$ cat config.mk
export PLATFORM = sky130hd
export DESIGN_NAME = ria_top
export DESIGN_NICKNAME = d
export VERILOG_FILES = /design/src/ria_pkg.sv /design/src/ria_divout.sv /design/src/ria_timebase.sv /design/src/ria_top.sv
export VERILOG_INCLUDE_DIRS = /design/src
export SDC_FILE = /design/constraint.sdc
export NUM_CORES = 1
export LEC_CHECK = 0
export BUFFER_PORTS_ARGS = -buffer_cell sky130_fd_sc_hd__buf_4
export CAP_MARGIN = 10
export CORE_MARGIN = 2
export CORE_UTILIZATION = 40
export DETAILED_ROUTE_END_ITERATION = 16
export PLACE_DENSITY = 0.62
export SYNTH_ARGS = -nofsm -noshare
export SYNTH_HDL_FRONTEND = slang
export SYNTH_SLANG_ARGS = --single-unit
$ cat constraint.sdc
create_clock -name ref_clk -period 3.5 [get_ports ref_clk]
set_input_delay 0.7 -clock ref_clk [delete_from_list [all_inputs] [get_ports ref_clk]]
set_output_delay 0.7 -clock ref_clk [all_outputs]
set_load 0.02 [all_outputs]
$ cat src/ria_defines.svh
// Constants of the interval, divided-clock, alarm and correction block.
// Assumes a 20 MHz ref_clk and a 32.768 kHz subsystem clock on a pin.
`ifndef RIA_DEFINES_SVH
`define RIA_DEFINES_SVH

// --------------------------------------------------------------
// Register indices; byte address is four times the index.
// --------------------------------------------------------------
`define RIA_IDX_CTRL 18'h0FF6F
`define RIA_IDX_ALM_MIN 18'h0FF70
`define RIA_IDX_ALM_HOUR 18'h0FF71
`define RIA_IDX_ALM_WDAY 18'h0FF72
`define RIA_IDX_CORR 18'h0FF73
`define RIA_IDX_AUX 18'h0FF74
`define RIA_IDX_STAT 18'h0FF75
`define RIA_IDX_MASK 18'h0FF76

// --------------------------------------------------------------
// Field positions and reset values.
// --------------------------------------------------------------
`define RIA_CTRL_INT_EN 7
`define RIA_CTRL_OUT_EN_B 6
`define RIA_CTRL_FREQ_SEL 5
`define RIA_CTRL_WMASK 8'hE7
`define RIA_CTRL_RESET 8'h00
`define RIA_CORR_RESET 8'h00
`define RIA_AUX_ALARM_EN 0
`define RIA_AUX_OUT_EN_A 1
`define RIA_STAT_INTV 0
`define RIA_STAT_FIXED 1
`define RIA_STAT_ALARM 2

// --------------------------------------------------------------
// Timing constants: subsystem clock counts, divider bit positions and second numbers.
// --------------------------------------------------------------
`define RIA_SEC_TICKS 17'h08000
`define RIA_HALF_SEC 17'h04000
`define RIA_INTV_BASE 6
`define RIA_INTV_MAX_N 3'h6
`define RIA_DIV_SLOW_BIT 5
`define RIA_DIV_FAST_BIT 0
`define RIA_CORR_SEC_A 6'h00
`define RIA_CORR_SEC_B 6'h14
`define RIA_CORR_SEC_C 6'h28
`define RIA_LAST_SEC 6'h3B

`endif

$ cat src/ria_pkg.sv
// Types shared by the interval, divided-clock, alarm and correction block.
// Assumes the constants header is compiled alongside.
package ria_pkg;

  typedef enum logic {RIA_IDLE, RIA_ANSWER} ria_apb_st_t;

  typedef struct packed {
    logic dev;
    logic sign;
    logic [5:0] count;
  } ria_corr_t;

  typedef struct packed {
    logic [7:0] minute;
    logic [7:0] hour;
    logic [6:0] wday;
  } ria_time_t;

endpackage

$ cat src/ria_divout.sv
// Interval interrupt generator and divided-clock pin driver.
// Assumes fsubTick is a one-cycle pulse per rising subsystem clock edge.
`timescale 1ns/100ps
`include "ria_defines.svh"
module ria_divout (
  // Clock and reset
  input wire logic ref_clk,
  input wire logic resetn,
  input wire logic ce,
  // Settings
  input wire logic fsubTick,
  input wire logic intEn,
  input wire logic [2:0] intSel,
  input wire logic outEn,
  input wire logic freqSel,
  // Results
  output logic intvPulse,
  output logic divPin
);
  import ria_pkg::*;

  logic [11:0] cnt_r, cnt_nxt;
  logic pulse_r, pulse_nxt;
  logic pin_r, pin_nxt;
  logic [2:0] n;
  logic [11:0] mask;

  assign intvPulse = pulse_r;
  assign divPin = pin_r;

  always_comb begin
    n = (intSel > `RIA_INTV_MAX_N) ? `RIA_INTV_MAX_N : intSel;
    mask = 12'(({12'h000, 1'b1} << (`RIA_INTV_BASE + n)) - 13'h0001);
    cnt_nxt = fsubTick ? cnt_r + 12'h001 : cnt_r;
    pulse_nxt = fsubTick && intEn && ((cnt_nxt & mask) == 12'h000);
    pin_nxt = pin_r;
    if (fsubTick) begin
      if (!outEn) begin
        // A high phase just begun is cut at the next edge, which is the
        // short final pulse a stop may leave behind.
        pin_nxt = 1'b0;
      end else if (freqSel) begin
        pin_nxt = cnt_nxt[`RIA_DIV_FAST_BIT];
      end else begin
        pin_nxt = cnt_nxt[`RIA_DIV_SLOW_BIT];
      end
    end
  end

  always_ff @(posedge ref_clk or negedge resetn) begin
    if (!resetn) begin
      cnt_r <= 12'h000;
      pulse_r <= 1'b0;
      pin_r <= 1'b0;
    end else if (ce) begin
      cnt_r <= cnt_nxt;
      pulse_r <= pulse_nxt;
      pin_r <= pin_nxt;
    end
  end
endmodule // ria_divout

$ cat src/ria_timebase.sv
// Subsystem clock synchroniser, corrected second divider and 1 Hz output.
// Assumes the subsystem clock pin is far slower than ref_clk.
`timescale 1ns/100ps
`include "ria_defines.svh"
module ria_timebase (
  // Clock and reset
  input wire logic ref_clk,
  input wire logic resetn,
  input wire logic ce,
  // Pin and correction setting
  input wire logic subClkPin,
  input wire ria_pkg::ria_corr_t corr,
  // Time base
  output logic fsubTick,
  output logic oneHz,
  output logic clk32k
);
  import ria_pkg::*;

  logic [2:0] sync_r, sync_nxt;
  logic [16:0] subCnt_r, subCnt_nxt;
  logic [5:0] sec_r, sec_nxt;
  logic oneHz_r, oneHz_nxt;
  logic signed [8:0] corrVal;
  logic corrSec;
  logic [16:0] period;

  assign fsubTick = sync_r[1] & ~sync_r[2];
  assign oneHz = oneHz_r;
  assign clk32k = sync_r[1];

  always_comb begin
    sync_nxt = {sync_r[1:0], subClkPin};
    corrVal = 9'sh000;
    if (corr.sign) begin
      corrVal = -$signed({2'b00, ~corr.count, 1'b0}) - 9'sh002;
    end else if (corr.count > 6'h01) begin
      corrVal = $signed({2'b00, corr.count - 6'h01, 1'b0});
    end
    if (corr.dev) begin
      corrSec = (sec_r == `RIA_CORR_SEC_A);
    end else begin
      corrSec = (sec_r == `RIA_CORR_SEC_A) || (sec_r == `RIA_CORR_SEC_B) ||
        (sec_r == `RIA_CORR_SEC_C);
    end
    period = `RIA_SEC_TICKS;
    if (corrSec) begin
      period = `RIA_SEC_TICKS + 17'(corrVal);
    end
    subCnt_nxt = subCnt_r;
    sec_nxt = sec_r;
    if (fsubTick) begin
      if (subCnt_r >= period - 17'h00001) begin
        subCnt_nxt = 17'h00000;
        sec_nxt = (sec_r == `RIA_LAST_SEC) ? 6'h00 : sec_r + 6'h01;
      end else begin
        subCnt_nxt = subCnt_r + 17'h00001;
      end
    end
    oneHz_nxt = (subCnt_nxt < `RIA_HALF_SEC);
  end

  always_ff @(posedge ref_clk or negedge resetn) begin
    if (!resetn) begin
      sync_r <= 3'h0;
      subCnt_r <= 17'h00000;
      sec_r <= 6'h00;
      oneHz_r <= 1'b0;
    end else if (ce) begin
      sync_r <= sync_nxt;
      subCnt_r <= subCnt_nxt;
      sec_r <= sec_nxt;
      oneHz_r <= oneHz_nxt;
    end
  end
endmodule // ria_timebase

$ cat src/ria_top.sv
// Interval, divided-clock, alarm and correction block with an APB slave.
// Assumes the calendar counter sits outside and supplies the current time
// and a one-cycle fixed-cycle event, both on ref_clk.
`timescale 1ns/100ps
`include "ria_defines.svh"
module ria_top (
  // Clock, reset, enable
  input wire logic ref_clk,
  input wire logic resetn,
  input wire logic ce,
  // APB slave
  input wire logic psel,
  input wire logic penable,
  input wire logic pwrite,
  input wire logic [19:0] paddr,
  input wire logic [31:0] pwdata,
  input wire logic [3:0] pstrb,
  output logic [31:0] prdata,
  output logic pready,
  output logic pslverr,
  // Calendar side
  input wire ria_pkg::ria_time_t curTime,
  input wire logic fixedCycleEvt,
  // Pins
  input wire logic subClkPin,
  output logic dividedClockPin,
  output logic clk32kOutputPin,
  output logic oneHzOutputPin,
  // Interrupts
  output logic intervalIrq,
  output logic rtcSharedIrq,
  output logic irq
);
  import ria_pkg::*;

  // --------------------------------------------------------------
  // Register state
  // --------------------------------------------------------------
  ria_apb_st_t st_r, st_nxt;
  logic [31:0] prdata_r, prdata_nxt;
  logic pready_r, pready_nxt;
  logic pslverr_r, pslverr_nxt;
  logic [7:0] ctrl_r, ctrl_nxt;
  logic [7:0] almMin_r, almMin_nxt;
  logic [7:0] almHour_r, almHour_nxt;
  logic [6:0] almWday_r, almWday_nxt;
  ria_corr_t corr_r, corr_nxt;
  logic [1:0] aux_r, aux_nxt;
  logic [2:0] stat_r, stat_nxt;
  logic [2:0] mask_r, mask_nxt;

  // --------------------------------------------------------------
  // Event state
  // --------------------------------------------------------------
  logic match_r, match_nxt;
  logic intvIrq_r, intvIrq_nxt;
  logic sharedIrq_r, sharedIrq_nxt;
  logic irq_r, irq_nxt;
  logic clk32k_r, clk32k_nxt;

  // --------------------------------------------------------------
  // Decode
  // --------------------------------------------------------------
  logic [17:0] idx;
  logic aligned;
  logic hitCtrl, hitMin, hitHour, hitWday;
  logic hitCorr, hitAux, hitStat, hitMask;
  logic hit;
  logic wrEn;
  logic [7:0] wb;
  logic [31:0] rdMux;
  logic matchNow;
  logic alarmEvt;
  logic [2:0] setBits;
  logic [2:0] clrBits;

  // --------------------------------------------------------------
  // Sub-blocks
  // --------------------------------------------------------------
  logic fsubTick;
  logic oneHz;
  logic clk32kRaw;
  logic intvPulse;
  logic divPin;

  ria_timebase u_timebase (
    .ref_clk(ref_clk),
    .resetn(resetn),
    .ce(ce),
    .subClkPin(subClkPin),
    .corr(corr_r),
    .fsubTick(fsubTick),
    .oneHz(oneHz),
    .clk32k(clk32kRaw)
  );

  ria_divout u_divout (
    .ref_clk(ref_clk),
    .resetn(resetn),
    .ce(ce),
    .fsubTick(fsubTick),
    .intEn(ctrl_r[`RIA_CTRL_INT_EN]),
    .intSel(ctrl_r[2:0]),
    .outEn(ctrl_r[`RIA_CTRL_OUT_EN_B]),
    .freqSel(ctrl_r[`RIA_CTRL_FREQ_SEL]),
    .intvPulse(intvPulse),
    .divPin(divPin)
  );

  assign prdata = prdata_r;
  assign pready = pready_r;
  assign pslverr = pslverr_r;
  assign dividedClockPin = divPin;
  assign clk32kOutputPin = clk32k_r;
  assign oneHzOutputPin = oneHz;
  assign intervalIrq = intvIrq_r;
  assign rtcSharedIrq = sharedIrq_r;
  assign irq = irq_r;

  // --------------------------------------------------------------
  // Address decode and read mux
  // --------------------------------------------------------------
  always_comb begin
    idx = paddr[19:2];
    aligned = (paddr[1:0] == 2'b00);
    hitCtrl = aligned && (idx == `RIA_IDX_CTRL);
    hitMin = aligned && (idx == `RIA_IDX_ALM_MIN);
    hitHour = aligned && (idx == `RIA_IDX_ALM_HOUR);
    hitWday = aligned && (idx == `RIA_IDX_ALM_WDAY);
    hitCorr = aligned && (idx == `RIA_IDX_CORR);
    hitAux = aligned && (idx == `RIA_IDX_AUX);
    hitStat = aligned && (idx == `RIA_IDX_STAT);
    hitMask = aligned && (idx == `RIA_IDX_MASK);
    hit = hitCtrl | hitMin | hitHour | hitWday | hitCorr | hitAux |
      hitStat | hitMask;
    rdMux = 32'h00000000;
    if (hitCtrl) begin
      rdMux = {24'h000000, ctrl_r};
    end
    if (hitMin) begin
      rdMux = {24'h000000, almMin_r};
    end
    if (hitHour) begin
      rdMux = {24'h000000, almHour_r};
    end
    if (hitWday) begin
      rdMux = {25'h0, almWday_r};
    end
    if (hitCorr) begin
      rdMux = {24'h000000, corr_r};
    end
    if (hitAux) begin
      rdMux = {30'h0, aux_r};
    end
    if (hitStat) begin
      rdMux = {29'h0, stat_r};
    end
    if (hitMask) begin
      rdMux = {29'h0, mask_r};
    end
  end

  // --------------------------------------------------------------
  // APB handshake
  // --------------------------------------------------------------
  // The answer is always one wait state long, so the read mux is
  // sampled once and held steady while pready is high.
  always_comb begin
    st_nxt = st_r;
    pready_nxt = 1'b0;
    pslverr_nxt = 1'b0;
    prdata_nxt = prdata_r;
    unique case (st_r)
      RIA_IDLE: begin
        if (psel && penable) begin
          st_nxt = RIA_ANSWER;
          pready_nxt = 1'b1;
          pslverr_nxt = !hit;
          prdata_nxt = (pwrite || !hit) ? 32'h00000000 : rdMux;
        end
      end
      RIA_ANSWER: begin
        st_nxt = RIA_IDLE;
      end
    endcase
  end

  always_ff @(posedge ref_clk or negedge resetn) begin
    if (!resetn) begin
      st_r <= RIA_IDLE;
      prdata_r <= 32'h00000000;
      pready_r <= 1'b0;
      pslverr_r <= 1'b0;
    end else if (ce) begin
      st_r <= st_nxt;
      prdata_r <= prdata_nxt;
      pready_r <= pready_nxt;
      pslverr_r <= pslverr_nxt;
    end
  end

  // --------------------------------------------------------------
  // Register writes
  // --------------------------------------------------------------
  always_comb begin
    wrEn = (st_r == RIA_ANSWER) && psel && penable && pwrite && pstrb[0];
    wb = pwdata[7:0];
    ctrl_nxt = ctrl_r;
    almMin_nxt = almMin_r;
    almHour_nxt = almHour_r;
    almWday_nxt = almWday_r;
    corr_nxt = corr_r;
    aux_nxt = aux_r;
    mask_nxt = mask_r;
    clrBits = 3'h0;
    if (wrEn) begin
      if (hitCtrl) begin
        ctrl_nxt = wb & `RIA_CTRL_WMASK;
      end
      // Each alarm field loads on its own, so the order of the three
      // writes never matters once all have landed.
      if (hitMin) begin
        almMin_nxt = wb;
      end
      if (hitHour) begin
        almHour_nxt = wb;
      end
      if (hitWday) begin
        almWday_nxt = wb[6:0];
      end
      if (hitCorr) begin
        corr_nxt = ria_corr_t'(wb);
      end
      if (hitAux) begin
        aux_nxt = wb[1:0];
      end
      if (hitStat) begin
        clrBits = wb[2:0];
      end
      if (hitMask) begin
        mask_nxt = wb[2:0];
      end
    end
  end

  always_ff @(posedge ref_clk or negedge resetn) begin
    if (!resetn) begin
      ctrl_r <= `RIA_CTRL_RESET;
      almMin_r <= 8'h00;
      almHour_r <= 8'h00;
      almWday_r <= 7'h00;
      corr_r <= ria_corr_t'(`RIA_CORR_RESET);
      aux_r <= 2'h0;
      mask_r <= 3'h0;
    end else if (ce) begin
      ctrl_r <= ctrl_nxt;
      almMin_r <= almMin_nxt;
      almHour_r <= almHour_nxt;
      almWday_r <= almWday_nxt;
      corr_r <= corr_nxt;
      aux_r <= aux_nxt;
      mask_r <= mask_nxt;
    end
  end

  // --------------------------------------------------------------
  // Alarm match, events and interrupts
  // --------------------------------------------------------------
  // Only a rising match counts, so a standing match after the flag is
  // cleared does not refire until the match falls and rises again.
  always_comb begin
    matchNow = aux_r[`RIA_AUX_ALARM_EN] &&
      (curTime.minute == almMin_r) && (curTime.hour == almHour_r) &&
      ((curTime.wday & almWday_r) != 7'h00);
    match_nxt = matchNow;
    alarmEvt = matchNow && !match_r;
    setBits = 3'h0;
    setBits[`RIA_STAT_INTV] = intvPulse;
    setBits[`RIA_STAT_FIXED] = fixedCycleEvt;
    setBits[`RIA_STAT_ALARM] = alarmEvt;
    stat_nxt = (stat_r & ~clrBits) | setBits;
    intvIrq_nxt = intvPulse;
    sharedIrq_nxt = fixedCycleEvt | alarmEvt;
    irq_nxt = |(stat_nxt & mask_nxt);
    clk32k_nxt = aux_r[`RIA_AUX_OUT_EN_A] & clk32kRaw;
  end

  always_ff @(posedge ref_clk or negedge resetn) begin
    if (!resetn) begin
      stat_r <= 3'h0;
      match_r <= 1'b0;
      intvIrq_r <= 1'b0;
      sharedIrq_r <= 1'b0;
      irq_r <= 1'b0;
      clk32k_r <= 1'b0;
    end else if (ce) begin
      stat_r <= stat_nxt;
      match_r <= match_nxt;
      intvIrq_r <= intvIrq_nxt;
      sharedIrq_r <= sharedIrq_nxt;
      irq_r <= irq_nxt;
      clk32k_r <= clk32k_nxt;
    end
  end
endmodule // ria_top

==> key figures, run 1 <==
Synthesis
  – Yosys top cell by area: dfrtp_1
  – Synth Warn #: 0
  – Sequential area share after synthesis: 0.389
  – FF+latch count, synth: 101
  – Synth Cell Area: 0.00650 mm2
  – Synthesized netlist cell count: approximately 680
  – Syn_area_per_cell: 9.62 um2
  – Post-synth EDFFs: 0
  – Async SR Flop Fraction: 1.00
  – Area share of the largest cell type after synthesis: 0.389
  – Top cells by count, synth: 101 x dfrtp_1, 62 x nand2_1, 62 x nor2_1
  – Most instantiated library cell after synthesis: dfrtp_1
  – Synth cell types: 74
  – Synth top area cells: dfrtp_1 39%, mux2_2 8.0%, ha_1 5.4%, xnor2_1 4.2%, nand2_1 3.6%
  – Ys flop type: dfrtp_1

Placement
  – DP Cell Count: 988
  – Routability Congestion: ~0.90
  – Final HPWL DP: 12.6 mm
  – Port bufs: 75

Global route
  – GRT Residual Overflow: 0
  – Vias in the first global route: 5486
  – M3 GR Usage: 0.0324
  – Largest net degree at the start of global routing: 75
  – Met2 Use GR: 0.333
  – Antenna violations before repair: 0
  – Grt met1 use: 0.262
  – GRT Max-Usage Layer: met2
  – Total GRT Usage: 0.200
  – First-pass GRT wire length: around 28 mm

STA
  – Max-slew violations: 0
  – Max transition margin: 0.365
  – Period utilisation layout: 1.01
  – Max Freq: 281 MHz
  – Clock skew: 0.00576 ns
  – Final setup vio count: 9
  – Hold Vio Cnt, Final: 0
  – Min Tclk post-route: ~3.6 ns
  – RSZ-0062 raised after global routing: true
  – Setup WS post-layout: -0.0524 ns
  – Hold Worst Slack: between 0.4 and 0.5 ns
  – Slew @ Worst Pin: about 0.95 ns
  – Total Neg Setup Slack: -0.182 ns

Setup path
  – Kind of end point of the critical path: register
  – CP max FO: 6
  – Most used cell along the critical path: buf_4
  – CP Launch Type: register
  – Worst endpoint data arrival time: 3.80 ns
  – Crit-path slowest cell: dfrtp_2
  – Worst r2r dst: u_timebase.sec_r[4]$_DFFE_PN0P_
  – Delay of the slowest critical-path stage: 0.44 ns
  – R2R Setup Slk: -0.05 ns
  – R2r startpoint: corr_r[0]$_DFFE_PN0P_
  – Cell Chain, Critical Path: buf_4 -> nor4_2 -> buf_4 -> xnor2_1 -> nand2_1 -> o41ai_2 -> buf_4 -> nor2_1 -> ha_1 -> nand4_1 -> and4b_1 -> a221oi_4 -> buf_4 -> o22ai_4 -> o2111ai_1 -> a32o_1
  – CP required: 3.75 ns
  – Worst R2R Path Depth: 16
  – Critical path class: reg -> reg

Clocking
  – Reg clk slew, reported paths: about 0.070 ns
  – Clock sink total: 101
  – Clk root buf: clkbuf_16
  – CTS Buf Count: 9
  – H-tree levels: 3
  – Clock Path Buffers: 2
  – CTS tree: built
  – Hold-fix buffers at CTS: 0
  – Worst skew pair latency: 0.36 ns

Routing
  – Initial DRC Count: 323
  – Routed wire length: 17.0 mm
  – Routed len/inst: 16.8 um
  – Via count: between 5000 and 6000
  – Post-route ant nets: 0
  – Drt pass-1 iters: 5
  – DRC: 0
  – Vias per cell: around 5.4

Min path
  – Hold crit path type: in -> async

Power and ir drop
  – Sw frac: 0.326
  – Lkg Pwr: between 3 and 4 nW
  – Internal: 0.00226 W
  – Sw power: between 0.001 and 0.0015 W
  – Clock power share: 0.315
  – Pwr Total: roughly 0.0033 W
  – Worst IR Drop VDD: 0.241 mV
  – Seq pwr share: 0.400
  – Logic pwr share: 0.284
  – Cell Pwr Density: roughly 410 mW/mm2

Die
  – Starting density of the core: 0.409
  – Die width: between 100 and 150 um
  – Core area: 0.0159 mm2
  – Io pins: 127
  – Total die area: 0.0173 mm2
  – Die Y: 132 um
  – Num rows: 46

Status
  – Status: finished, violations left
  – Failing checks: negative setup slack

Job
  – Max Cap Viol: 0

Final layout
  – Ant. Diodes: 0
  – Final Non-Filler Cells: 1013
  – Syn-to-layout area delta: 24.4%
  – Share of cells above drive strength 1: 0.295
  – Final core utilization: 0.509
  – Nets: 907
==> worst max path at each step <==
stage,from,endpoint,slack (ns),cells past startpoint
2_1_floorplan,corr_r[0]$_DFFE_PN0P_,u_timebase.sec_r[4]$_DFFE_PN0P_,0.003,19
3_5_place_dp,corr_r[1]$_DFFE_PN0P_,u_timebase.sec_r[4]$_DFFE_PN0P_,-0.33,15
4_1_cts,corr_r[7]$_DFFE_PN0P_,u_timebase.sec_r[4]$_DFFE_PN0P_,-0.07,18
6_report,corr_r[0]$_DFFE_PN0P_,u_timebase.sec_r[4]$_DFFE_PN0P_,-0.05,16
3_3_place_gp,corr_r[7]$_DFFE_PN0P_,u_timebase.sec_r[4]$_DFFE_PN0P_,-0.18,17
5_1_grt,corr_r[7]$_DFFE_PN0P_,u_timebase.oneHz$_DFFE_PN0P_,-0.25,16
==> worst max-delay path, delay by kind of cell (launching register included) <==
family / cells / cell delay, ns
compound gates: 5 / 0.99
buf+inv: 4 / 0.65
simple gates: 5 / 0.92
flops: 1 / 0.44
xor+xnor: 1 / 0.13
fa+ha+maj: 1 / 0.32
==> state kept, by name, indices dropped and copies added (netlist names) <==
signal and flops:
match_r 1, st_r 1, irq 1, u_divout.divPin 1, rtcSharedIrq 1, corr_r 8
u_timebase.sec_r 6, prdata 8, ctrl_r 6, intervalIrq 1, u_timebase.sync_r 3, u_divout.intvPulse 1
stat_r 3, pslverr 1, u_timebase.subCnt_r 17, clk32kOutputPin 1, almMin_r 8, aux_r 2
u_timebase.oneHz 1, almHour_r 8, mask_r 3, almWday_r 7, u_divout.cnt_r 12
==> per-stage QoR <==
step	setup slack [ns]	instance area, um2
after global placement	-0.182	7560
final	-0.0524	8090
after CTS	-0.0703	7990
after detailed placement	-0.326	7560
after floorplan	0.00292	6680
after global routing	-0.246	8090
==> cell families (layout without fill, tap and decap cells) <==
group                      count (synthesis)  in the layout  share of synthesized area
AOI/OAI and AO/OA                        120            121                      0.130
xor gates and xnor gates                  56             56                     0.0754
adders and majority gates                 28             28                     0.0539
buffers and inverters                     65            162                     0.0523
DFF                                      101            101                      0.389
muxes                                     57             57                      0.100
other                                      2             25                    0.00115
and+or+nand+nor                          247            247                      0.198
==> repair_timing <==
action                                  CTS  global route
endpoints found under the setup margin   24            24
pin swaps                                 7            10
setup buffers                             5             3
gates resized for setup                  16            19
gates cloned                              1             0
==> cell usage in the layout, fill, tap and decap left out, types with 5 or more instances in the layout <==
cell type	synthesis	routed
nand4_1	11	11
nor3_1	13	12
a21o_1	5	5
mux2i_1	9	8
nor2b_1	11	10
and3_1	5	5
a22oi_1	7	7
ha_1	28	26
o21ai_1	1	5
nor2_1	62	62
dfrtp_1	101	100
o21ai_0	29	23
a22o_1	10	10
a21oi_1	13	12
nor4_1	11	10
inv_1	18	15
mux2_2	46	46
xnor2_1	31	30
xor2_1	25	25
buf_4	24	126
nand2_1	62	62
clkbuf_16	0	9
conb_1	2	25
nand3_1	27	25
o211ai_1	5	5
==> cell type report <==
type / instances / area, um2
Clock buffer: 9 / 225
Clock inverter: 7 / 82.6
Fill cell: 1461 / 7790
Inverter: 18 / 70.1
Multi-Input combinational cell: 534 / 3950
Sequential cell: 101 / 2530
Tap cell: 216 / 270
Timing Repair Buffer: 128 / 968
==> power by group through the flow <==
stage	clock network, W	registers [W]	logic [W]
finish	0.00106	0.00134	0.000952
floorplan	0	0.00135	0.000569
global route	0.00113	0.00135	0.00106
detailed placement	0	0.00136	0.000838
CTS	0.00108	0.00134	0.000905
global placement	0	0.00136	0.000799
==> layer usage <==
layer  routed length, um  share of wire
met5                   0              0
met4                 404          0.024
met3                 842          0.049
met2                8180           0.48
met1                7620           0.45
Note: power is estimated with default switching activity, not from simulation.
==> run 2, diff against run 1 <==
- CORE_UTILIZATION: 40 -> 51
- PLACE_DENSITY: 0.62 -> 0.77
==> key figures, run 2 (same netlist as run 1, synthesis figures left out) <==
Setup path
  – Crit-path slowest cell: dfrtp_1 (was dfrtp_2)
  – CP required: 3.80 ns (was 3.75 ns)
  – R2r startpoint: corr_r[7]$_DFFE_PN0P_ (was corr_r[0]$_DFFE_PN0P_)
  – Critical path class: reg -> reg (unchanged)
  – CP Launch Type: register (unchanged)
  – Cell Chain, Critical Path: and3b_1 -> o21ai_2 -> a21boi_2 -> o31ai_4 -> or3_4 -> ha_4 -> inv_2 -> nor2_1 -> nor3_1 -> a211oi_1 -> ha_1 -> and4_4 -> and4b_1 -> a221oi_4 -> o22ai_4 -> buf_12 -> buf_6 -> a21oi_4 -> o21a_1 (was buf_4 -> nor4_2 -> buf_4 -> xnor2_1 -> nand2_1 -> o41ai_2 -> buf_4 -> nor2_1 -> ha_1 -> nand4_1 -> and4b_1 -> a221oi_4 -> buf_4 -> o22ai_4 -> o2111ai_1 -> a32o_1)
  – Worst r2r dst: u_timebase.subCnt_r[15]$_DFFE_PN0P_ (was u_timebase.sec_r[4]$_DFFE_PN0P_)
  – R2R Setup Slk: -0.19 ns (was -0.05 ns)
  – Delay of the slowest critical-path stage: 0.42 ns (was 0.44 ns)
  – Worst endpoint data arrival time: 3.98 ns (was 3.80 ns)
  – Worst R2R Path Depth: 19 (was 16)
  – CP max FO: 5 (was 6)
  – Kind of end point of the critical path: register (unchanged)

STA
  – Setup WS post-layout: -0.189 ns (was -0.0524 ns)
  – Final setup vio count: 22 (was 9)
  – RSZ-0062 raised after global routing: true (unchanged)
  – Slew @ Worst Pin: 0.884 ns (was 0.953 ns)
  – Max Freq: 271 MHz (was 281 MHz)
  – Min Tclk post-route: 3.69 ns (was 3.55 ns)
  – Max-slew violations: 0 (unchanged)
  – Max transition margin: 0.405 (was 0.365)
  – Clock skew: 0.00664 ns (was 0.00576 ns)
  – Period utilisation layout: 1.05 (was 1.01)
  – Hold Vio Cnt, Final: 0 (unchanged)

Clocking
  – CTS tree: built (unchanged)
  – CTS Buf Count: 9 (unchanged)
  – Clk root buf: clkbuf_16 (unchanged)
  – H-tree levels: 3 (unchanged)
  – Clock sink total: 101 (unchanged)
  – Clock Path Buffers: 2 (unchanged)
  – Worst skew pair latency: 0.35 ns (was 0.36 ns)
  – Reg clk slew, reported paths: 0.07 ns (about the same)

Die
  – Num rows: 41 (was 46)
  – Starting density of the core: 0.520 (was 0.409)
  – Die Y: 117 um (was 132 um)
  – Die width: 117 um (was 132 um)
  – Core area: 0.0125 mm2 (was 0.0159 mm2)
  – Total die area: 0.0137 mm2 (was 0.0173 mm2)
  – Io pins: 127 (unchanged)

Final layout
  – Largest register FFs: 17 (unchanged)
  – Syn-to-layout area delta: 24.7% (was 24.4%)
  – Share of cells above drive strength 1: 0.304 (was 0.295)
  – Reg with most FFs: u_timebase.subCnt_r (unchanged)
  – Biggest regs: u_timebase.subCnt_r x17, u_divout.cnt_r x12 (unchanged)
  – Most frequent cells in the layout: 111 x buf_4, 100 x dfrtp_1, 60 x nand2_1, 51 x nor2_1, 46 x mux2_2 (was 126 x buf_4, 100 x dfrtp_1, 62 x nor2_1, 62 x nand2_1, 46 x mux2_2)
  – Commonest non-fill, non-tap cell in the layout: buf_4 (unchanged)
  – Ant. Diodes: 0 (unchanged)
  – Nets: 897 (was 907)
  – Final core utilization: 0.648 (was 0.509)
  – Design area: 0.00811 mm2 (was 0.00809 mm2)

Routing
  – Initial DRC Count: 302 (was 323)
  – DRC: 0 (unchanged)
  – Drt pass-1 iters: 4 (was 5)
  – Post-route ant nets: 0 (unchanged)
  – Routed wire length: 16.9 mm (was 17.0 mm)
  – Via count: 5594 (was 5490)
  – Vias per cell: 5.83 (was 5.42)
  – Routed len/inst: 17.6 um (was 16.8 um)

Power and ir drop
  – Worst IR Drop VDD: 0.290 mV (was 0.241 mV)
  – Logic pwr share: 0.290 (was 0.284)
  – Seq pwr share: 0.390 (was 0.400)
  – Cell Pwr Density: 425 mW/mm2 (was 414 mW/mm2)
  – Sw frac: 0.321 (was 0.326)
  – Lkg Pwr: 3.73 nW (was 3.75 nW)
  – Internal: 0.00234 W (was 0.00226 W)
  – Clock power share: 0.320 (was 0.315)
  – Sw power: 0.00111 W (was 0.00109 W)

Status
  – Status: finished, violations left (unchanged)
  – Failing checks: negative setup slack (unchanged)

Min path
  – Hold crit path type: in -> async (unchanged)

Placement
  – Area after DPL: 0.00746 mm2 (was 0.00756 mm2)
  – Final HPWL DP: 12.3 mm (was 12.6 mm)
  – Routability Congestion: 0.921 (was 0.904)
  – Port bufs: 75 (unchanged)
  – Pre-CTS WS: -0.254 ns (was -0.326 ns)

Global route
  – Largest net degree at the start of global routing: 61 (was 75)
  – GRT Residual Overflow: 0 (unchanged)
  – Antenna violations before repair: 0 (unchanged)
  – M3 GR Usage: 0.0319 (was 0.0324)
  – GRT Max-Usage Layer: met2 (unchanged)
  – Grt met1 use: 0.330 (was 0.262)
  – Vias in the first global route: 5490 (was 5486)
  – First-pass GRT wire length: 26.9 mm (was 27.8 mm)
  – Met2 Use GR: 0.437 (was 0.333)
  – Total GRT Usage: 0.253 (was 0.200)

Job
  – Max Cap Viol: 0 (unchanged)
run 2: what timing repair did:
item | in CTS | in global routing
setup buffers | 1 | 4
setup endpoints to repair | 24 | 24
pin swaps | 11 | 33
hold buffers | 0 | 0
resized for setup | 13 | 58
gates cloned | 0 | 0
run 2: how the worst max path moves through the flow:
stage	from	end	slack (ns)	depth (start not counted)
final	corr_r[7]$_DFFE_PN0P_	u_timebase.subCnt_r[15]$_DFFE_PN0P_	-0.19	19
after global routing	corr_r[7]$_DFFE_PN0P_	u_timebase.sec_r[2]$_DFFE_PN0P_	-0.34	19
after CTS	corr_r[7]$_DFFE_PN0P_	u_timebase.oneHz$_DFFE_PN0P_	-0.15	16
after detailed placement	corr_r[1]$_DFFE_PN0P_	u_timebase.sec_r[5]$_DFFE_PN0P_	-0.25	15
after global placement	corr_r[7]$_DFFE_PN0P_	u_timebase.sec_r[4]$_DFFE_PN0P_	-0.11	17
after floorplan	corr_r[0]$_DFFE_PN0P_	u_timebase.sec_r[4]$_DFFE_PN0P_	0.003	19
run 2: stage by stage:
stage | std cells | power, W | setup TNS [ns] | hold WS (ns)
after floorplan | 699 | 0.00192 | 0 | 0.404
after global placement | 938 | 0.00213 | -0.447 | 0.459
after detailed placement | 938 | 0.00219 | -3.67 | 0.484
after CTS | 955 | 0.00332 | -0.861 | 0.450
after global routing | 959 | 0.00361 | -4.95 | 0.481
final | 959 | 0.00345 | -1.75 | 0.415
run 2: layer usage:
metal / up-vias / part of all wire
met1: 2761 / 0.43
li1: 2607 / -
met2: 196 / 0.49
met5: - / 0
met4: 0 / 0.019
met3: 30 / 0.054
run 2: critical path, delay by kind of cell (launching register included):
| family | cells | cell delay, ns |
|---|---|---|
| AO/OA/AOI/OAI | 8 | 1.18 |
| adder cells (fa/ha/maj) | 2 | 0.47 |
| buffers and inverters | 3 | 0.32 |
| flip-flops | 1 | 0.42 |
| AND/OR/NAND/NOR | 6 | 1.23 |
run 2: final cells by class:
cell class                      instances  area, um2
Tap cell                              172        215
Timing Repair Buffer                  119        945
Multi-Input combinational cell        533       4030
Inverter                               18       70.1
Fill cell                            1014       4400
Clock inverter                          6       95.1
Clock buffer                           10        229
Sequential cell                       101       2530
run 2: power by group through the flow:
stage | logic (W) | clock network (W) | registers [W]
after floorplan | 0.000569 | 0 | 0.00135
after global placement | 0.000774 | 0 | 0.00136
after detailed placement | 0.000823 | 0 | 0.00136
after CTS | 0.000870 | 0.00111 | 0.00134
after global routing | 0.00109 | 0.00116 | 0.00136
final | 0.000999 | 0.00110 | 0.00134
